File: config.mk
export PLATFORM = sky130hd
export DESIGN_NAME = flash_host
export DESIGN_NICKNAME = d
export VERILOG_FILES = /design/src/logic/flash_host_pkg.sv /design/src/logic/flash_host.sv
export SDC_FILE = /design/constraint.sdc
export NUM_CORES = 1
export LEC_CHECK = 0
export ABC_CLOCK_PERIOD_IN_PS = 4300
export BUFFER_PORTS_ARGS = -buffer_cell sky130_fd_sc_hd__buf_4
export CORE_MARGIN = 2
export CORE_UTILIZATION = 39
export DETAILED_ROUTE_END_ITERATION = 6
export HOLD_SLACK_MARGIN = 0.03
export PLACE_DENSITY = 0.69
export SYNTH_ARGS = -nofsm -noshare
export SYNTH_HDL_FRONTEND = slang
export SYNTH_SLANG_ARGS = --single-unit
File: constraint.sdc
create_clock -name mclk -period 4.3 [get_ports mclk]
set_clock_uncertainty 0.05 [all_clocks]
set_input_delay 0.43 -clock mclk [delete_from_list [all_inputs] [get_ports mclk]]
set_output_delay 0.43 -clock mclk [all_outputs]
set_load 0.03 [all_outputs]
File: src/logic/flash_host_pkg.sv
`default_nettype none
package flash_host_pkg;
  // apb register offsets (byte addresses)
  localparam logic [11:0] REG_CTRL   = 12'h000;
  localparam logic [11:0] REG_ADDR   = 12'h004;
  localparam logic [11:0] REG_WDATA  = 12'h008;
  localparam logic [11:0] REG_STATUS = 12'h00C;
  localparam logic [11:0] REG_RDATA  = 12'h010;
  localparam logic [11:0] REG_PINS   = 12'h014;
  // ctrl fields: writing ctrl starts an operation
  localparam int CTRL_OP_LSB = 0;
  localparam int CTRL_OP_W   = 3;
  // pins fields
  localparam int PIN_PROT   = 0;
  localparam int PIN_ACCEL  = 1;
  localparam int PIN_IDV_RS = 2;
  localparam int PIN_IDV_A9 = 3;
  localparam int PIN_RESET  = 4;
  // status fields
  localparam int ST_BUSY  = 0;
  localparam int ST_RB    = 1;
  localparam int ST_ERR   = 2;
  localparam int ST_DPOLL = 3;
  // device geometry
  localparam int ADDR_W = 21;
  localparam int DATA_W = 16;
  localparam int BLK_LSB = 12;
  localparam int BLK_MSB = 20;
  localparam int N_BLOCKS = 78;
  localparam int N_SMALL  = 16;
  localparam int N_LARGE  = 62;
  localparam logic [20:0] OTP_FACT_LO = 21'h000000;
  localparam logic [20:0] OTP_FACT_HI = 21'h00007F;
  localparam logic [20:0] OTP_CUST_LO = 21'h000080;
  localparam logic [20:0] OTP_CUST_HI = 21'h0000FF;
  // unlock command codes
  localparam logic [20:0] UA1 = 21'h000555;
  localparam logic [20:0] UA2 = 21'h0002AA;
  localparam logic [15:0] UD1 = 16'h00AA;
  localparam logic [15:0] UD2 = 16'h0055;
  localparam logic [15:0] CMD_PROG  = 16'h00A0;
  localparam logic [15:0] CMD_ERASE = 16'h0080;
  localparam logic [15:0] CMD_BERS  = 16'h0030;
  localparam logic [15:0] CMD_AUTO  = 16'h0090;
  localparam logic [15:0] CMD_RESET = 16'h00F0;
  localparam logic [15:0] CMD_OTP   = 16'h0088;
  // bus timing in ns and derived cycle counts at 25 MHz
  localparam int CLK_NS      = 40;
  localparam int T_ACCESS_NS = 70;
  localparam int T_WPULSE_NS = 45;
  localparam logic [3:0] ACC_CYC = 4'((T_ACCESS_NS + CLK_NS - 1) / CLK_NS);
  localparam logic [3:0] WP_CYC  = 4'((T_WPULSE_NS + CLK_NS - 1) / CLK_NS);
  localparam logic [3:0] SETUP_CYC = 4'h1;
  // operations
  typedef enum logic [2:0] {
    OP_READ   = 3'b000,
    OP_PROG   = 3'b001,
    OP_ERASE  = 3'b010,
    OP_AUTOID = 3'b011,
    OP_RESET  = 3'b100,
    OP_OTP    = 3'b101,
    OP_RAW_WR = 3'b110,
    OP_PROT   = 3'b111
  } op_t;
  typedef struct packed {
    logic              ce_n;
    logic              oe_n;
    logic              we_n;
    logic [ADDR_W-1:0] addr;
    logic [DATA_W-1:0] dq_out;
    logic              dq_oe_n;
  } flash_bus_t;
  typedef struct packed {
    logic prot_low;
    logic accel_high;
    logic reset_idv;
    logic a9_idv;
    logic reset_n;
  } flash_ctl_t;
endpackage : flash_host_pkg
`default_nettype wire

File: src/logic/flash_host.sv
// Notes on behaviour
// - bus state from ce, oe, we
// - commands sent as ordinary write cycles
// - inside otp, ctrl writes with pwdata above OTP_CUST_HI are refused; addr_q is not checked
// - protect target chosen by block_select_address
// - protect writes use id voltage on reset
// - id codes readable by command sequence
//
// Chosen here: the APB slave port and the register addresses.
`default_nettype none
module flash_host
  import flash_host_pkg::*;
(
  // clock and reset
  input  wire logic                  mclk,
  input  wire logic                  arst_n,
  // apb slave
  input  wire logic                  psel,
  input  wire logic                  penable,
  input  wire logic                  pwrite,
  input  wire logic [11:0]           paddr,
  input  wire logic [31:0]           pwdata,
  output logic      [31:0]           prdata,
  output logic                       pready,
  output logic                       pslverr,
  // flash pins
  output flash_host_pkg::flash_bus_t fbus,
  output flash_host_pkg::flash_ctl_t fctl,
  input  wire logic [15:0]           dq_in,
  input  wire logic                  ready_busy_output
);
  import flash_host_pkg::*;

  ////////////////////////////////////////////////////////////////////////////
  // pin synchronisers: flash is clockless, so its outputs are async here
  logic [15:0] dq_s1_q, dq_s2_q;
  logic        rb_s1_q, rb_s2_q;
  always_ff @(posedge mclk or negedge arst_n) begin
    if (!arst_n) begin
      dq_s1_q <= 16'h0000;
      dq_s2_q <= 16'h0000;
      rb_s1_q <= 1'b1;
      rb_s2_q <= 1'b1;
    end else begin
      dq_s1_q <= dq_in;
      dq_s2_q <= dq_s1_q;
      rb_s1_q <= ready_busy_output;
      rb_s2_q <= rb_s1_q;
    end
  end

  ////////////////////////////////////////////////////////////////////////////
  // sequencer
  typedef enum logic [2:0] {
    S_IDLE  = 3'b000,
    S_SETUP = 3'b001,
    S_PULSE = 3'b010,
    S_RDWT  = 3'b011,
    S_POLL  = 3'b100,
    S_GAP   = 3'b101
  } st_t;

  st_t         st_q, st_d;
  logic [3:0]  cnt_q, cnt_d;
  logic [2:0]  step_q, step_d;
  op_t         op_q, op_d;
  logic [20:0] addr_q, addr_d;
  logic [15:0] wdat_q, wdat_d;
  logic [15:0] rdat_q, rdat_d;
  logic [15:0] last_q, last_d;
  logic        err_q, err_d;
  logic        otp_q, otp_d;
  logic [4:0]  pins_q, pins_d;
  flash_bus_t  bus_q, bus_d;
  logic [31:0] prdata_d;
  logic        pready_d, pslverr_d;
  logic        seq_last;
  logic [20:0] seq_a;
  logic [15:0] seq_dat;
  logic        seq_rd;
  logic        busy;
  logic        acc_w, acc_r;

  assign busy  = (st_q != S_IDLE);
  assign acc_w = psel && penable && pwrite && !pready;
  assign acc_r = psel && penable && !pwrite && !pready;

  // cycle table per operation; commands are plain write cycles
  always_comb begin
    seq_a    = UA1;
    seq_dat  = UD1;
    seq_rd   = 1'b0;
    seq_last = 1'b0;
    unique case (op_q)
      OP_READ, OP_AUTOID: begin
        seq_a    = addr_q;   // a9 at id voltage gives codes
        seq_rd   = 1'b1;
        seq_last = 1'b1;
      end
      OP_RESET: begin
        seq_dat  = CMD_RESET;
        seq_last = 1'b1;
      end
      OP_RAW_WR, OP_PROT: begin
        // protect uses block_select_address with a6/a1/a0 from sw
        seq_a    = addr_q;
        seq_dat  = wdat_q;
        seq_last = 1'b1;
      end
      OP_PROG: begin
        unique case (step_q)
          3'h0: seq_dat = UD1;
          3'h1: begin seq_a = UA2; seq_dat = UD2; end
          3'h2: seq_dat = CMD_PROG;
          default: begin
            seq_a    = addr_q;  // one word per program
            seq_dat  = wdat_q;
            seq_last = 1'b1;
          end
        endcase
      end
      OP_OTP: begin
        unique case (step_q)
          3'h0: seq_dat = UD1;
          3'h1: begin seq_a = UA2; seq_dat = UD2; end
          default: begin seq_dat = CMD_OTP; seq_last = 1'b1; end
        endcase
      end
      OP_ERASE: begin
        unique case (step_q)
          3'h0, 3'h3: seq_dat = UD1;
          3'h1, 3'h4: begin seq_a = UA2; seq_dat = UD2; end
          3'h2: seq_dat = CMD_ERASE;
          default: begin
            seq_a    = {addr_q[BLK_MSB:BLK_LSB], 12'h000};  // block erase
            seq_dat  = CMD_BERS;
            seq_last = 1'b1;
          end
        endcase
      end
    endcase
  end

  always_comb begin
    st_d   = st_q;
    cnt_d  = cnt_q;
    step_d = step_q;
    op_d   = op_q;
    addr_d = addr_q;
    wdat_d = wdat_q;
    rdat_d = rdat_q;
    last_d = last_q;
    err_d  = err_q;
    otp_d  = otp_q;
    pins_d = pins_q;
    bus_d  = bus_q;
    // apb register writes
    if (acc_w) begin
      unique case (paddr)
        REG_ADDR:  if (!busy) addr_d = pwdata[20:0];
        REG_WDATA: if (!busy) wdat_d = pwdata[15:0];
        REG_PINS:  pins_d = pwdata[4:0];
        default: ;
      endcase
    end
    // otp window: ctrl writes with pwdata above OTP_CUST_HI flagged, not started; addr_q itself is not checked
    if (acc_w && paddr == REG_CTRL && !busy) begin
      op_d   = op_t'(pwdata[CTRL_OP_LSB +: CTRL_OP_W]);
      step_d = 3'h0;
      cnt_d  = SETUP_CYC;
      if (otp_q && pwdata[20:0] > OTP_CUST_HI) begin
        err_d = 1'b1;
      end else begin
        err_d = 1'b0;
        st_d  = S_SETUP;
        // id voltages follow the op, so a stale level never leaks into the next one
        pins_d[PIN_IDV_A9] = (op_d == OP_AUTOID);
        pins_d[PIN_IDV_RS] = (op_d == OP_PROT);
      end
    end
    unique case (st_q)
      S_IDLE: begin
        bus_d.ce_n    = 1'b1;   // standby between cycles
        bus_d.oe_n    = 1'b1;
        bus_d.we_n    = 1'b1;
        bus_d.dq_oe_n = 1'b1;
      end
      S_SETUP: begin
        bus_d.ce_n    = 1'b0;
        bus_d.addr    = seq_a;
        bus_d.dq_out  = seq_dat;
        bus_d.dq_oe_n = seq_rd;
        if (cnt_q == 4'h0) begin
          if (seq_rd) begin
            bus_d.oe_n = 1'b0;   // read: oe low, we high
            cnt_d      = ACC_CYC + 4'h2;  // plus synchroniser latency
            st_d       = S_RDWT;
          end else begin
            bus_d.we_n = 1'b0;   // write: oe high, we low
            cnt_d      = WP_CYC;
            st_d       = S_PULSE;
          end
        end else begin
          cnt_d = cnt_q - 4'h1;
        end
      end
      S_PULSE: begin
        if (cnt_q == 4'h0) begin
          bus_d.we_n = 1'b1;   // device latches on we rise
          cnt_d      = SETUP_CYC;
          st_d       = S_GAP;
        end else begin
          cnt_d = cnt_q - 4'h1;
        end
      end
      S_RDWT: begin
        if (cnt_q == 4'h0) begin
          rdat_d     = dq_s2_q;
          bus_d.oe_n = 1'b1;
          bus_d.ce_n = 1'b1;
          st_d       = S_IDLE;
        end else begin
          cnt_d = cnt_q - 4'h1;
        end
      end
      S_GAP: begin
        bus_d.ce_n    = 1'b1;
        bus_d.dq_oe_n = 1'b1;
        if (cnt_q != 4'h0) begin
          cnt_d = cnt_q - 4'h1;
        end else if (!seq_last) begin
          step_d = step_q + 3'h1;
          cnt_d  = SETUP_CYC;
          st_d   = S_SETUP;
        end else if (op_q == OP_PROG || op_q == OP_ERASE) begin
          cnt_d = ACC_CYC + 4'h2;
          st_d  = S_POLL;
        end else begin
          if (op_q == OP_OTP) otp_d = 1'b1;
          if (op_q == OP_RESET) otp_d = 1'b0;
          st_d = S_IDLE;
        end
      end
      S_POLL: begin
        // busy until ready/busy rises and two status reads agree on dq6
        bus_d.ce_n = 1'b0;
        bus_d.oe_n = 1'b0;
        bus_d.addr = addr_q;
        if (cnt_q != 4'h0) begin
          cnt_d = cnt_q - 4'h1;
        end else begin
          last_d = dq_s2_q;
          cnt_d  = ACC_CYC + 4'h2;
          if (rb_s2_q && last_q[6] == dq_s2_q[6]) begin
            rdat_d     = dq_s2_q;  // device back in array read
            bus_d.oe_n = 1'b1;
            bus_d.ce_n = 1'b1;
            st_d       = S_IDLE;
          end
        end
      end
      default: st_d = S_IDLE;
    endcase
    // reset pin low aborts the device; host drops its sequence too
    if (!pins_q[PIN_RESET] && busy) begin
      st_d          = S_IDLE;
      err_d         = 1'b1;
      bus_d.ce_n    = 1'b1;  // release the bus at once, no half cycle left behind
      bus_d.oe_n    = 1'b1;
      bus_d.we_n    = 1'b1;
      bus_d.dq_oe_n = 1'b1;
    end
  end

  ////////////////////////////////////////////////////////////////////////////
  // apb answer: one wait state, no unmapped error beyond slverr
  always_comb begin
    pready_d  = psel && penable && !pready;
    pslverr_d = 1'b0;
    prdata_d  = 32'h0000_0000;
    if (psel && penable && !pready) begin
      unique case (paddr)
        REG_CTRL:   prdata_d = {29'h0, op_q};
        REG_ADDR:   prdata_d = {11'h000, addr_q};
        REG_WDATA:  prdata_d = {16'h0000, wdat_q};
        REG_STATUS: prdata_d = {27'h0, otp_q, rdat_q[7], err_q, rb_s2_q, busy};
        REG_RDATA:  prdata_d = {16'h0000, rdat_q};
        REG_PINS:   prdata_d = {27'h0, pins_q};
        default:    pslverr_d = 1'b1;
      endcase
    end
    if (acc_r) ;
  end

  always_ff @(posedge mclk or negedge arst_n) begin
    if (!arst_n) begin
      st_q    <= S_IDLE;
      cnt_q   <= 4'h0;
      step_q  <= 3'h0;
      op_q    <= OP_READ;
      addr_q  <= 21'h000000;
      wdat_q  <= 16'h0000;
      rdat_q  <= 16'h0000;
      last_q  <= 16'h0000;
      err_q   <= 1'b0;
      otp_q   <= 1'b0;
      pins_q  <= 5'h11;
      bus_q   <= '{ce_n: 1'b1, oe_n: 1'b1, we_n: 1'b1, addr: 21'h000000,
                   dq_out: 16'h0000, dq_oe_n: 1'b1};
      prdata  <= 32'h0000_0000;
      pready  <= 1'b0;
      pslverr <= 1'b0;
    end else begin
      st_q    <= st_d;
      cnt_q   <= cnt_d;
      step_q  <= step_d;
      op_q    <= op_d;
      addr_q  <= addr_d;
      wdat_q  <= wdat_d;
      rdat_q  <= rdat_d;
      last_q  <= last_d;
      err_q   <= err_d;
      otp_q   <= otp_d;
      pins_q  <= pins_d;
      bus_q   <= bus_d;
      prdata  <= prdata_d;
      pready  <= pready_d;
      pslverr <= pslverr_d;
    end
  end

  // pin levels; accel overrides protect low at the device
  assign fbus = bus_q;
  always_comb begin
    fctl.prot_low   = pins_q[PIN_PROT];
    fctl.accel_high = pins_q[PIN_ACCEL];
    fctl.reset_idv  = pins_q[PIN_IDV_RS];
    fctl.a9_idv     = pins_q[PIN_IDV_A9];
    fctl.reset_n    = pins_q[PIN_RESET];
  end
endmodule : flash_host
`default_nettype wire

-- Yosys cells after proc, flatten, opt, wreduce, memory -nomap -nowiden
Cells that the tools add are included.
- bits in registers: 189
- bits of input ports: 66
- output and inout port bits: 80
- word-level logic and storage cells: 184
- add/subtract/negate cells: 2
- $lt $le $gt $ge: 1
- equality and inequality tests: 32
- mux-type cells: 71
- bitwise logic cells: 3
- reductions and logical operators: 50
- operators with widths (kind ; count):
    $pmux 21 s2 ; 3
    $pmux 21 s6 ; 1
    $pmux 21 s4 ; 1
    $pmux 16 s5 ; 1
    $mux 3 ; 17
    $mux 16 ; 3
    $pmux 16 s3 ; 1
    $mux 4 ; 10
    $mux 32 ; 1
    $pmux 16 s2 ; 1
    $eq 12x4->1 const B ; 2
    $eq 12x5->1 const B ; 2
    $eq 3x3->1 const B ; 8
    $pmux 8 s3 ; 1
    $eq 3x2->1 const B ; 7
    $gt 21x8->1 const B ; 1
    $pmux 4 s5 ; 1
    $pmux 3 s6 ; 1
    $mux 1 ; 16
    $pmux 8 s2 ; 1
    $ne 3x3->1 const B ; 5
    $reduce_or 2->1 ; 7
    $eq 12x3->1 const B ; 1
    $logic_not 12->1 ; 1
    other kinds (28) ; 66

-- Logic depth before layout (Yosys ltp)
Gate-level depths: netlist of run 1.
- depth after elaboration: 10
- mapped depth: 8
- mapped depth without buffers: 7

-- Least setup slack after synthesis of run 1
OpenSTA, ideal clock, no wires.
- path type: flip-flop to flip-flop
- start: register pready
- end: register wdat_q[10]
- setup time: 0.127 ns
- arrival: 1.990 ns
- data required time: 4.123 ns
- path slack: 2.133 ns
- stages on the path, launching flop included: 7
- path buffers: 2
- period minus slack after synthesis: 2.167 ns
- path through: dfrtp_1 and3b_1 buf_2 nand4_2 nor4_4 buf_6 mux2_1
- word-level cells in the longest chain between the ends: 3
- RTL lines (what ; RTL line ; RTL):
    from (decl) ; flash_host.sv:24 ; output logic pready,
    from (signal assigned) ; flash_host.sv:327 ; pready <= pready_d;
    $logic_not 1->1 ; flash_host.sv:85 ; assign acc_w = psel && penable && pwrite && !pready;
    $logic_and 1x1->1 ; flash_host.sv:85 ;
    $reduce_and 3->1 (no line) ; n/a ;
    to (signal assigned) ; flash_host.sv:319 ; wdat_q <= wdat_d;
    to (decl) ; flash_host.sv:68 ; logic [15:0] wdat_q, wdat_d;
Every way passes these cells.
A chain may end at the register's enable or synchronous reset.

-- Final worst setup path of run 1
- start: register st_q[1]
- end: register wdat_q[15]
- word-level cells in the longest chain between the ends: 3
- RTL lines (what ; RTL line ; RTL):
    from (decl) ; flash_host.sv:63 ; st_t st_q, st_d;
    from (signal assigned) ; flash_host.sv:314 ; st_q <= st_d;
    $reduce_bool 3->1 ; flash_host.sv:84 ; assign busy = (st_q != S_IDLE);
    $not 1->1 (no line) ; n/a ;
    $reduce_and 3->1 (no line) ; n/a ;
Every way passes these cells.

==> PnR_summary.wiki, run 1 <==
{| class="wikitable"
! Metric !! Value
|-
| Syn-to-layout area delta || 22.75%
|-
| Final Worst Setup Slack || 1439 ps
|-
| Category of the worst setup path capture point || flop
|-
| Launching element type of the critical path || flop
|-
| Number of placed instances, taps included || 946
|-
| Final antenna diode count || 0
|-
| # clock sinks || 172
|-
| Slowest cell delay on critical path || 700 ps
|-
| First-pass GRT wire length || a little under 30000 um
|-
| Vertical die dimension || 142.4 um
|-
| Final setup fails || 0
|-
| EDFF count, synth || 0
|-
| Worst endpoint data arrival time || ~3100 ps
|-
| Synthesized area per cell || 12.05 um2
|-
| Minimum setup slack among reg-to-reg paths || 1440 ps
|-
| Total negative setup slack || 0 ps
|-
| Final Non-Filler Cells || 985
|-
| Maximum level of the CTS H-tree || 4
|-
| 1st-iter DRT viols || approximately 530
|-
| Total grt overflow || 0
|-
| Fraction of synthesized area in multiplexers || 10.23%
|-
| Number of global-route vias before repair || 5341
|-
| RePlAce Congestion || 0.8718
|-
| Number of clock buffers inserted by TritonCTS || 17
|-
| # fillers || 1685
|-
| Crit path kind || reg2reg
|-
| Initial Util || between 30% and 40%
|-
| Routed wirelength normalized by instance count || 19.01 um
|-
| Quantity of I/O buffers inserted on ports || 123
|-
| Share of synthesized flip-flops with an asynchronous set or reset || 100.0%
|-
| Power density over the cells || 470.2 nW/um2
|-
| Ordered cell list for the critical path || nor3_4, nand2_2, nor4_4, buf_4, mux2_1
|-
| Main combinational cell family by area after synthesis || compound AO/OA/AOI/OAI gates
|-
| Fin crit share || 66.54%
|-
| Detailed placement HPWL || 13150 um
|-
| Register area share after synthesis || roughly 58%
|-
| Number of synthesis warnings || 0
|-
| Critical Path Slowest Stage Cell || sky130_fd_sc_hd__dfrtp_1
|-
| Critical path required time || 4560 ps
|-
| Number of max-capacitance violations reported || 0
|-
| Core region area || 18770 um2
|-
| Initial antenna violation count || 0
|-
| Antenna violation net count after detailed routing || 0
|-
| Netlist cell types || 71
|-
| Top FF cell, synth || sky130_fd_sc_hd__dfrtp_1
|-
| Die extent in x || 142.4 um
|-
| Clock Root Buffer || sky130_fd_sc_hd__clkbuf_16
|-
| Setup repair after global routing missed its margin || no
|-
| FF+latch count, synth || 172
|-
| Final Net Count || 811
|-
| Post-Syn Area || 7470 um2
|-
| TritonCTS clock tree || done
|-
| Peak VDD IR || about 280 uV
|-
| Top post-synthesis cells by area || sky130_fd_sc_hd__dfrtp_1 (55%), sky130_fd_sc_hd__mux2_2 (7.2%), sky130_fd_sc_hd__a22o_1 (3.6%)
|-
| Clock-pin slew on the worst setup and hold paths || 70 ps
|-
| Portion of synthesized cell area occupied by the leading cell type || between 50% and 60%
|-
| Placement Setup Slack || 1460 ps
|-
| Leakage power || approximately 4.3 nW
|-
| Worst hold-check path type || in2reg
|-
| Pin count of the biggest net entering global routing || 106
|-
| Max frequency || 349.5 MHz
|-
| Number of iterations in the first detailed-routing pass || 5
|-
| Worst slew margin || 31.78%
|-
| Number of instances in the synthesized netlist || just over 600
|-
| Number of buffers and inverters on the critical path || 1
|-
| Post-synthesis compound-gate area fraction || 15.88%
|-
| Outcome || finished clean
|-
| Worst skew pair latency || 430 ps
|-
| Maximum fanout encountered on the critical timing path || 30
|-
| Count of pins over their slew limit || 0
|-
| Final Hold Viols || 0
|-
| Maximum root-to-sink buffer count || 2
|-
| Die Outline Area || 20280 um2
|-
| Post-detailed-routing wire length || ~19000 um
|-
| Cell row count || 50
|-
| Number of ports placed on the die boundary || roughly 150
|-
| Fraction of layout instances using a drive strength above 1 || 31.82%
|-
| Fraction of synthesized cell area in xor and xnor cells || 0.2345%
|-
| Min Clock Period, post-route || 2861 ps
|-
| Post-cts gate resize count || 0
|-
| Cell type with the largest total area after synthesis || sky130_fd_sc_hd__dfrtp_1
|-
| Simple-gate portion of the synthesized area || a little over a tenth
|-
| Synth Area in Adders || 1.005%
|-
| Via-to-Cell Ratio || 5.443
|-
| Via total after detailed routing || 5361
|-
| CP delay by family, top || simple AND/OR/NAND/NOR gates
|-
| Global routing usage summed across all routing layers || 19.32%
|-
| DRC errors left || 0
|-
| Slew of the pin with the lowest slew margin || 1020 ps
|}
==> synthesized netlist by cell type (all sizes together), types with 3 or more instances <==
library cell  number
nor2b             10
nand3             11
o221ai             3
o221a              6
dfstp              8
o31ai              6
a22oi             13
mux2i             10
and3               3
clkbuf            23
a221oi             3
and2               8
inv               11
a22o              31
mux2              59
o211ai             3
a221o              6
nand2b            10
o21ai             29
buf               25
a211oi            10
nor3              12
ha                 6
a31oi              4
nor4               4
a32oi              3
nor2              42
dfrtp            164
nand2             31
a21oi             24
nor3b              6
==> flip-flops by register name, summed over array words and instances (netlist names), 3 cells and up <==
register and cells:
fbus 41, addr_q 21, prdata 21, dq_s1_q 16, dq_s2_q 16, rdat_q 16
wdat_q 16, pins_q 5, cnt_q 4, op_q 3, st_q 3, step_q 3
==> power by group <==
group          leakage, nW  internal, mW  total [mW]  switching (mW)
registers             2.21          1.79        1.94           0.152
logic                 1.80         0.387       0.929           0.542
clock network        0.269         0.769        1.44           0.676
==> per-layer routing <==
layer | up-vias | routed length [um] | GRT usage, %
met4 | 0 | 475 | 7.139
met5 | - | 0 | 0
met2 | 211 | 8648 | 29.57
met3 | 28 | 1026 | 4.879
met1 | 2639 | 8577 | 26.67
li1 | 2483 | - | -
==> kinds of logic (layout without fill, tap and decap cells) <==
family	count (synthesis)	count (layout)
XOR/XNOR	2	2
AO/OA/AOI/OAI	159	159
buffers and inverters	60	181
multiplexers	69	69
AND/OR/NAND/NOR	151	151
other	1	11
flip-flops	172	172
adder cells (fa/ha/maj)	6	6
==> path summary, 6_finish.rpt <==
path                            start          to  cells past startpoint
hold / removal               dq_in[4]  dq_s1_q[4]                      1
min in group asynchronous      arst_n   prdata[1]                      1
setup / recovery              st_q[1]  wdat_q[15]                      5
max in group asynchronous      arst_n   pins_q[0]                      2
hold reg to reg            dq_s1_q[2]  dq_s2_q[2]                      0
setup reg to reg              st_q[1]  wdat_q[15]                      5
==> stage by stage <==
| stage | hold slack (ps) | power (mW) | util [%] | instance area (um2) |
|---|---|---|---|---|
| after floorplan | 84.41 | 2.567 | - | 7507 |
| after global placement | 282.8 | 2.873 | 45.53 | 8544 |
| after detailed placement | 284.7 | 2.895 | 45.53 | 8544 |
| after CTS | 35.15 | 4.342 | 48.43 | 9089 |
| after global routing | 30.24 | 4.536 | 48.85 | 9169 |
| final | 49.63 | 4.312 | 48.85 | 9169 |
==> cell type report <==
cell class              count  area, um2  area share (%)
flip-flops and latches    172       4314           47.05
multi-input cells         398       2900           31.63
inverters                  12      45.04          0.4913
well taps                 234      292.8           3.193
repair buffers            138       1072           11.69
clock buffers              19      442.9           4.831
clock inverters            12      101.3           1.105
==> placed cells by master, fill, tap and decap left out, types with 11 or more instances in the layout <==
cell type                     n
sky130_fd_sc_hd__o21ai_0     27
sky130_fd_sc_hd__mux2_1      11
sky130_fd_sc_hd__a22o_1      31
sky130_fd_sc_hd__buf_4      128
sky130_fd_sc_hd__conb_1      11
sky130_fd_sc_hd__a22oi_1     13
sky130_fd_sc_hd__nor2_1      42
sky130_fd_sc_hd__clkbuf_16   17
sky130_fd_sc_hd__dfrtp_1    164
sky130_fd_sc_hd__mux2_2      48
sky130_fd_sc_hd__nand3_1     11
sky130_fd_sc_hd__nand2_1     30
sky130_fd_sc_hd__inv_1       11
sky130_fd_sc_hd__a21oi_1     23
sky130_fd_sc_hd__nor3_1      11
==> repair_timing <==
item / 4_1_cts / 5_1_grt
hold buffers: 0 / 8
hold endpoints to repair: 0 / 8
setup buffers: 0 / 0
(Power assumes the default switching activity.)
==> run 2, diff against run 1 <==
Settings changed: ABC_AREA from default to 1, ABC_CLOCK_PERIOD_IN_PS 4300 to 2600, PLACE_DENSITY 0.69 to 0.71.
Clock period 4.3 ns to 2.6 ns, I/O delays scaled along.
==> run 2 against run 1 <==
Effect of this change:
- non-clock buffer count rose by 21
- synthesized cell count up 34%
- sequential share of layout area is 2.4 points lower
- utilization rose by 1.1 points
- synthesized area rose by 2.2%
- power grew 54%
- cell count up 28%
- via count up 16%
- critical path depth is 6 higher
- die area rose by 2.2%
- count of clock-buffer cells in the layout increased by 1
- global-route usage grew 0.63 points
- critical endpoint is now fbus[30]
- largest power group unchanged
==> PnR_summary.wiki, run 2 <==
{| class="wikitable"
! Metric !! Value
|-
| Top post-synthesis cells by area || sky130_fd_sc_hd__dfrtp_1 (54%), sky130_fd_sc_hd__nand2_1 (8.7%), sky130_fd_sc_hd__o21ai_0 (4.7%) (was sky130_fd_sc_hd__dfrtp_1 (55%), sky130_fd_sc_hd__mux2_2 (7.2%), sky130_fd_sc_hd__a22o_1 (3.6%))
|-
| Fraction of layout instances using a drive strength above 1 || 23.45% (was 31.82%)
|-
| Final Net Count || 1057 (was 811)
|-
| Die extent in x || 143.9 um (was 142.4 um)
|-
| Cell type with the largest total area after synthesis || sky130_fd_sc_hd__dfrtp_1 (unchanged)
|-
| Critical path required time || 2860 ps (was 4560 ps)
|-
| R2r worst-path depth || 11 (was 5)
|-
| Main combinational cell family by area after synthesis || simple AND/OR/NAND/NOR gates (was compound AO/OA/AOI/OAI gates)
|-
| Number of instances in the synthesized netlist || 832 (was 620)
|-
| Final Hold Viols || 0 (unchanged)
|-
| Final hold slack || 64.51 ps (was 49.63 ps)
|-
| Flip-flop count of the largest register after layout || 41 (unchanged)
|-
| Portion of synthesized cell area occupied by the leading cell type || 53.74% (was 54.94%)
|-
| Total grt overflow || 0 (unchanged)
|-
| Post-cts gate resize count || 0 (unchanged)
|-
| Core region area || 19330 um2 (was 18770 um2)
|-
| Number of clock buffers inserted by TritonCTS || 17 (unchanged)
|-
| Number of global-route vias before repair || 5844 (was 5341)
|-
| # fillers || 1789 (was 1685)
|-
| Final setup fails || 0 (unchanged)
|-
| Quantity of I/O buffers inserted on ports || 123 (unchanged)
|-
| Fin crit share || 87.18% (was 66.54%)
|-
| Worst skew pair latency || 430 ps (about the same)
|-
| Number of synthesis warnings || 0 (unchanged)
|-
| Count of pins over their slew limit || 0 (unchanged)
|-
| Maximum fanout encountered on the critical timing path || 13 (was 30)
|-
| Peak VDD IR || 467.0 uV (was 280.5 uV)
|-
| Syn-to-layout area delta || 26.41% (was 22.75%)
|-
| Outcome || finished clean (unchanged)
|-
| Top FF cell, synth || sky130_fd_sc_hd__dfrtp_1 (unchanged)
|-
| Detailed placement HPWL || 14860 um (was 13150 um)
|-
| Maximum level of the CTS H-tree || 4 (unchanged)
|-
| Launching element of the worst setup path || step_q[0] (was st_q[1])
|-
| Leakage power || 4.690 nW (was 4.282 nW)
|-
| Cell types with the highest counts after synthesis || sky130_fd_sc_hd__nand2_1 (176), sky130_fd_sc_hd__dfrtp_1 (164), sky130_fd_sc_hd__inv_1 (90) (was sky130_fd_sc_hd__dfrtp_1 (164), sky130_fd_sc_hd__mux2_2 (48), sky130_fd_sc_hd__nor2_1 (42))
|-
| Clock-pin slew on the worst setup and hold paths || 70 ps (about the same)
|-
| Antenna violation net count after detailed routing || 0 (unchanged)
|-
| Max frequency || 441.2 MHz (was 349.5 MHz)
|-
| # clock sinks || 172 (unchanged)
|-
| 1st-iter DRT viols || 439 (was 528)
|-
| Post-Syn Area || 7637 um2 (was 7470 um2)
|-
| Number of iterations in the first detailed-routing pass || 5 (unchanged)
|-
| Synthesized area per cell || 9.179 um2 (was 12.05 um2)
|-
| Area taken by multi-input logic gates || 2759 um2 (was 2900 um2)
|-
| Power density over the cells || 687.6 nW/um2 (was 470.2 nW/um2)
|-
| Fraction of synthesized cell area in xor and xnor cells || 0.1147% (was 0.2345%)
|-
| Critical path endpoint || fbus[30] (was wdat_q[15])
|-
| Cell row count || 51 (was 50)
|-
| Global routing usage summed across all routing layers || 19.95% (was 19.32%)
|-
| Minimum setup slack among reg-to-reg paths || 330 ps (was 1440 ps)
|-
| RePlAce Congestion || 0.9256 (was 0.8718)
|-
| Number of placed instances, taps included || 1208 (was 946)
|-
| Min Clock Period, post-route || 2267 ps (was 2861 ps)
|-
| Most common cell after layout, fill and taps aside || sky130_fd_sc_hd__nand2_1 (was sky130_fd_sc_hd__dfrtp_1)
|-
| Hold Buf Count CTS || 23 (was 0)
|-
| Die Outline Area || 20720 um2 (was 20280 um2)
|-
| Launching element type of the critical path || flop (unchanged)
|-
| Netlist cell types || 43 (was 71)
|-
| Final Worst Setup Slack || 333.4 ps (was 1439 ps)
|-
| Worst hold-check path type || in2reg (unchanged)
|-
| Post-synthesis compound-gate area fraction || 13.11% (was 15.88%)
|-
| Register area share after synthesis || 56.49% (was 57.76%)
|-
| Postcts setup bufs || 0 (unchanged)
|-
| FF+latch count, synth || 172 (unchanged)
|-
| Synth Area in Adders || 0.9830% (was 1.005%)
|-
| Setup repair after global routing missed its margin || no (unchanged)
|-
| Simple-gate portion of the synthesized area || 20.64% (was 10.85%)
|-
| Via-to-Cell Ratio || 4.912 (was 5.443)
|-
| Number of ports placed on the die boundary || 146 (unchanged)
|-
| Post-detailed-routing wire length || 19890 um (was 18730 um)
|-
| Final Non-Filler Cells || 1263 (was 985)
|-
| Placement Setup Slack || 373.7 ps (was 1460 ps)
|-
| Routed wirelength normalized by instance count || 15.75 um (was 19.01 um)
|-
| Category of the worst setup path capture point || flop (unchanged)
|-
| First-pass GRT wire length || 31280 um (was 29750 um)
|-
| Initial antenna violation count || 0 (unchanged)
|-
| Total Power || 6.639 mW (was 4.312 mW)
|-
| Launching point of the worst reg2reg path || step_q[0] (was st_q[1])
|-
| TritonCTS clock tree || done (unchanged)
|-
| Worst slew margin || 51.66% (was 31.78%)
|-
| Endpoint of the most critical register-to-register path || fbus[30] (was wdat_q[15])
|-
| Crit path kind || reg2reg (unchanged)
|-
| EDFF count, synth || 0 (unchanged)
|-
| DRC errors left || 0 (unchanged)
|-
| Vertical die dimension || 143.9 um (was 142.4 um)
|-
| Top library cells by usage in the layout, fill and taps aside || sky130_fd_sc_hd__nand2_1 (176), sky130_fd_sc_hd__dfrtp_1 (164), sky130_fd_sc_hd__buf_4 (134) (was sky130_fd_sc_hd__dfrtp_1 (164), sky130_fd_sc_hd__buf_4 (128), sky130_fd_sc_hd__mux2_2 (48))
|-
| Cell with the most instances after synthesis || sky130_fd_sc_hd__nand2_1 (was sky130_fd_sc_hd__dfrtp_1)
|-
| Clock Root Buffer || sky130_fd_sc_hd__clkbuf_16 (unchanged)
|-
| Total negative setup slack || 0 ps (unchanged)
|-
| Number of max-capacitance violations reported || 0 (unchanged)
|-
| Pin count of the biggest net entering global routing || 78 (was 106)
|-
| Maximum root-to-sink buffer count || 2 (unchanged)
|-
| Share of synthesized flip-flops with an asynchronous set or reset || 100.0% (unchanged)
|-
| Sequential cell area || 4314 um2 (unchanged)
|-
| Slew of the pin with the lowest slew margin || 725.1 ps (was 1020 ps)
|-
| Initial Util || 39.50% (was 39.80%)
|-
| Fraction of synthesized area in multiplexers || 0.7372% (was 10.23%)
|-
| Final antenna diode count || 0 (unchanged)
|-
| Worst endpoint data arrival time || 2520 ps (was 3120 ps)
|-
| Via total after detailed routing || 6204 (was 5361)
|}
[run 2: power by group]
group	switching (mW)	internal (mW)
logic	0.753	0.350
registers	0.0859	2.84
clock network	1.11	1.50
total	1.95	4.69
[run 2: cell type report]
type                    count  share of cell area [%]
clock inverters            12                   1.594
repair buffers            159                   13.13
multi-input cells         536                   28.58
flip-flops and latches    172                   44.69
clock buffers              20                   4.730
inverters                  99                   3.849
well taps                 265                   3.434
[run 2: critical path: stages, from the launching register on]
cell	delay, ps
sky130_fd_sc_hd__dfrtp_1	430
sky130_fd_sc_hd__inv_1	130
sky130_fd_sc_hd__ha_1	240
sky130_fd_sc_hd__nand2_2	110
sky130_fd_sc_hd__nand2_1	100
sky130_fd_sc_hd__nor2_2	60
sky130_fd_sc_hd__nand2_2	90
sky130_fd_sc_hd__nand2_2	200
sky130_fd_sc_hd__inv_2	150
sky130_fd_sc_hd__nand3_1	190
sky130_fd_sc_hd__nor2_4	280
sky130_fd_sc_hd__o21ai_1	100
[run 2: through the flow]
step                instance area, um2  util (%)
finish                            9654     49.93
global route                      9654     49.93
CTS                               9654     49.93
detailed placement                8813     45.58
global placement                  8813     45.58
floorplan                         7675         -
[run 2: cells by family (layout without fill, tap and decap cells)]
family / after synthesis / count (layout)
other: 1 / 11
AND/OR/NAND/NOR: 340 / 340
XOR/XNOR: 1 / 1
multiplexers: 5 / 5
buffers and inverters: 134 / 290
AO/OA/AOI/OAI: 173 / 173
adder cells (fa/ha/maj): 6 / 6
flip-flops: 172 / 172
[run 2: routing by layer]
layer  track usage (%)  wire length, um
met5                 0                0
met4             6.553              375
met2             30.83             9156
met3             3.599             1392
met1             28.52             8965
[run 2: how the worst min path moves through the flow]
stage,to,startpoint,slack [ps],depth (start not counted)
floorplan,addr_q[0],arst_n,-90,0
global route,addr_q[11],pwdata[11],70,3
detailed placement,dq_s2_q[15],dq_s1_q[15],280,0
global placement,dq_s2_q[13],dq_s1_q[13],280,0
finish,addr_q[12],pwdata[12],60,3
CTS,addr_q[12],pwdata[12],50,3
==> run 3, diff against run 2 <==
Settings changed: ABC_AREA 1 to default, SLEW_MARGIN from default to 15.
==> run 3 against run 2 <==
Effect of this change:
- critical path type unchanged
- maximum frequency fell by 0.68%
- cell area is 0.76% higher
- sequential share of layout area is 0.34 points lower
- register-to-register slack worse by 20 ps
- utilization rose by 1.9 points
- cell count is 18% lower
- first-iteration DRC count shrank 17%
- flip-flop and latch count unchanged
==> PnR_summary.wiki, run 3 (same netlist as run 1, synthesis figures left out) <==
{| class="wikitable"
! Metric !! Value
|-
| Outcome || finished clean (unchanged)
|-
| Final Hold Viols || 0 (unchanged)
|-
| Initial antenna violation count || 0 (unchanged)
|-
| Count of pins over their slew limit || 0 (unchanged)
|-
| Placement Setup Slack || 318.8 ps (was 373.7 ps)
|-
| Via-to-Cell Ratio || 5.428 (was 4.912)
|-
| Worst skew pair latency || 430 ps (about the same)
|-
| Post-Layout Inst Area || 9728 um2 (was 9654 um2)
|-
| Number of placed instances, taps included || 974 (was 1208)
|-
| Utilization after layout || 51.83% (was 49.93%)
|-
| # fillers || 1635 (was 1789)
|-
| Via total after detailed routing || 5640 (was 6204)
|-
| Launching element type of the critical path || flop (unchanged)
|-
| Routed wirelength normalized by instance count || 18.89 um (was 15.75 um)
|-
| Final Net Count || 864 (was 1057)
|-
| Depth of the worst hold-timing path || 2 (was 3)
|-
| Number of clock buffers inserted by TritonCTS || 17 (unchanged)
|-
| Area taken by multi-input logic gates || 2900 um2 (was 2759 um2)
|-
| Number of global-route vias before repair || 5609 (was 5844)
|-
| TritonCTS clock tree || done (unchanged)
|-
| Final antenna diode count || 0 (unchanged)
|-
| Fraction of layout instances using a drive strength above 1 || 33.42% (was 23.45%)
|-
| Number of iterations in the first detailed-routing pass || 4 (was 5)
|-
| Core region area || 18770 um2 (was 19330 um2)
|-
| Syn-to-layout area delta || 30.23% (was 26.41%)
|-
| Endpoint of the most critical register-to-register path || rdat_q[12] (was fbus[30])
|-
| Cell row count || 50 (was 51)
|-
| Sequential cell area || 4314 um2 (unchanged)
|-
| First-pass GRT wire length || 30980 um (was 31280 um)
|-
| Die extent in x || 142.4 um (was 143.9 um)
|-
| Slew of the pin with the lowest slew margin || 772.0 ps (was 725.1 ps)
|-
| Peak VDD IR || 542.4 uV (was 467.0 uV)
|-
| Final Worst Setup Slack || 318.0 ps (was 333.4 ps)
|-
| Worst slew margin || 48.34% (was 51.66%)
|-
| Total Power || 7.456 mW (was 6.639 mW)
|-
| Minimum setup slack among reg-to-reg paths || 320 ps (was 330 ps)
|-
| DRC errors left || 0 (unchanged)
|-
| Final Non-Filler Cells || 1039 (was 1263)
|-
| Number of max-capacitance violations reported || 0 (unchanged)
|-
| Critical path required time || 2860 ps (about the same)
|-
| Maximum root-to-sink buffer count || 2 (unchanged)
|-
| Die Outline Area || 20280 um2 (was 20720 um2)
|-
| Category of the worst setup path capture point || flop (unchanged)
|-
| Top library cells by usage in the layout, fill and taps aside || sky130_fd_sc_hd__dfrtp_1 (164), sky130_fd_sc_hd__buf_4 (153), sky130_fd_sc_hd__mux2_2 (48) (was sky130_fd_sc_hd__nand2_1 (176), sky130_fd_sc_hd__dfrtp_1 (164), sky130_fd_sc_hd__buf_4 (134))
|-
| Total grt overflow || 0 (unchanged)
|-
| Most common cell after layout, fill and taps aside || sky130_fd_sc_hd__dfrtp_1 (was sky130_fd_sc_hd__nand2_1)
|-
| Worst endpoint data arrival time || 2540 ps (was 2520 ps)
|-
| Max frequency || 438.2 MHz (was 441.2 MHz)
|-
| Setup repair after global routing missed its margin || no (unchanged)
|-
| Leakage power || 4.562 nW (was 4.690 nW)
|-
| Area post-placement || 8792 um2 (was 8813 um2)
|-
| Post-cts gate resize count || 0 (unchanged)
|-
| Number of ports placed on the die boundary || 146 (unchanged)
|-
| Vertical die dimension || 142.4 um (was 143.9 um)
|-
| Antenna violation net count after detailed routing || 0 (unchanged)
|-
| Fin crit share || 87.77% (was 87.18%)
|-
| Clock-pin slew on the worst setup and hold paths || 70 ps (about the same)
|-
| Hold Path End || addr_q[3] (was addr_q[12])
|-
| Total negative setup slack || 0 ps (unchanged)
|-
| Maximum fanout encountered on the critical timing path || 16 (was 13)
|-
| Maximum level of the CTS H-tree || 4 (unchanged)
|-
| Flip-flop count of the largest register after layout || 41 (unchanged)
|-
| # clock sinks || 172 (unchanged)
|-
| Clock Root Buffer || sky130_fd_sc_hd__clkbuf_16 (unchanged)
|-
| Crit path kind || reg2reg (unchanged)
|-
| R2r worst-path depth || 8 (was 11)
|-
| Final hold slack || 44.06 ps (was 64.51 ps)
|-
| 1st-iter DRT viols || 364 (was 439)
|-
| Pin count of the biggest net entering global routing || 68 (was 78)
|-
| Initial Util || 39.80% (was 39.50%)
|-
| Final setup fails || 0 (unchanged)
|-
| Global routing usage summed across all routing layers || 20.03% (was 19.95%)
|-
| Launching point of the worst reg2reg path || cnt_q[0] (was step_q[0])
|-
| RePlAce Congestion || 0.8949 (was 0.9256)
|-
| Post-detailed-routing wire length || 19630 um (was 19890 um)
|-
| Detailed placement HPWL || 13910 um (was 14860 um)
|-
| Min Clock Period, post-route || 2282 ps (was 2267 ps)
|-
| Quantity of I/O buffers inserted on ports || 123 (unchanged)
|-
| Worst hold-check path type || in2reg (unchanged)
|-
| Power density over the cells || 766.4 nW/um2 (was 687.6 nW/um2)
|-
| Hold Startpoint || pwdata[3] (was pwdata[12])
|}
==> run 3: worst max-delay path: stages, from the launching register on <==
cell and delay [ps]:
sky130_fd_sc_hd__dfrtp_1 410, sky130_fd_sc_hd__inv_1 70, sky130_fd_sc_hd__ha_1 200, sky130_fd_sc_hd__nor3b_1 200
sky130_fd_sc_hd__buf_4 230, sky130_fd_sc_hd__nand3_1 190, sky130_fd_sc_hd__o22ai_2 150, sky130_fd_sc_hd__buf_4 280
sky130_fd_sc_hd__mux2_2 380
==> run 3: final cells by class <==
type,count,share of cell area [%]
repair buffers,191,16.14
well taps,234,3.010
clock buffers,18,4.514
flip-flops and latches,172,44.35
inverters,12,0.4630
multi-input cells,398,29.81
clock inverters,14,1.711
==> run 3: repair_timing <==
item | in CTS | in global routing
setup buffers | 0 | 0
endpoints found under the hold margin | 99 | 0
hold buffers | 33 | 0
==> run 3: worst max path at each step <==
stage,end,cells past startpoint,start
finish,rdat_q[12],8,cnt_q[0]
global route,fbus[37],8,step_q[0]
CTS,fbus[30],8,step_q[0]
detailed placement,fbus[30],8,step_q[0]
global placement,fbus[29],8,step_q[0]
floorplan,wdat_q[10],6,pready
==> run 3: power by group <==
part,internal (mW),total [mW],switching [mW]
combinational,0.735,1.73,0.991
clock,1.41,2.59,1.18
sequential,2.95,3.14,0.188
==> run 3: routing by layer <==
layer	vias up	wire length (um)	GRT usage [%]	part of all wire, %
met5	-	0	0	0
met4	0	356	5.628	1.8
met3	26	1314	4.744	6.7
met2	203	9122	31.17	46
met1	2807	8834	28.22	45
li1	2604	-	-	-
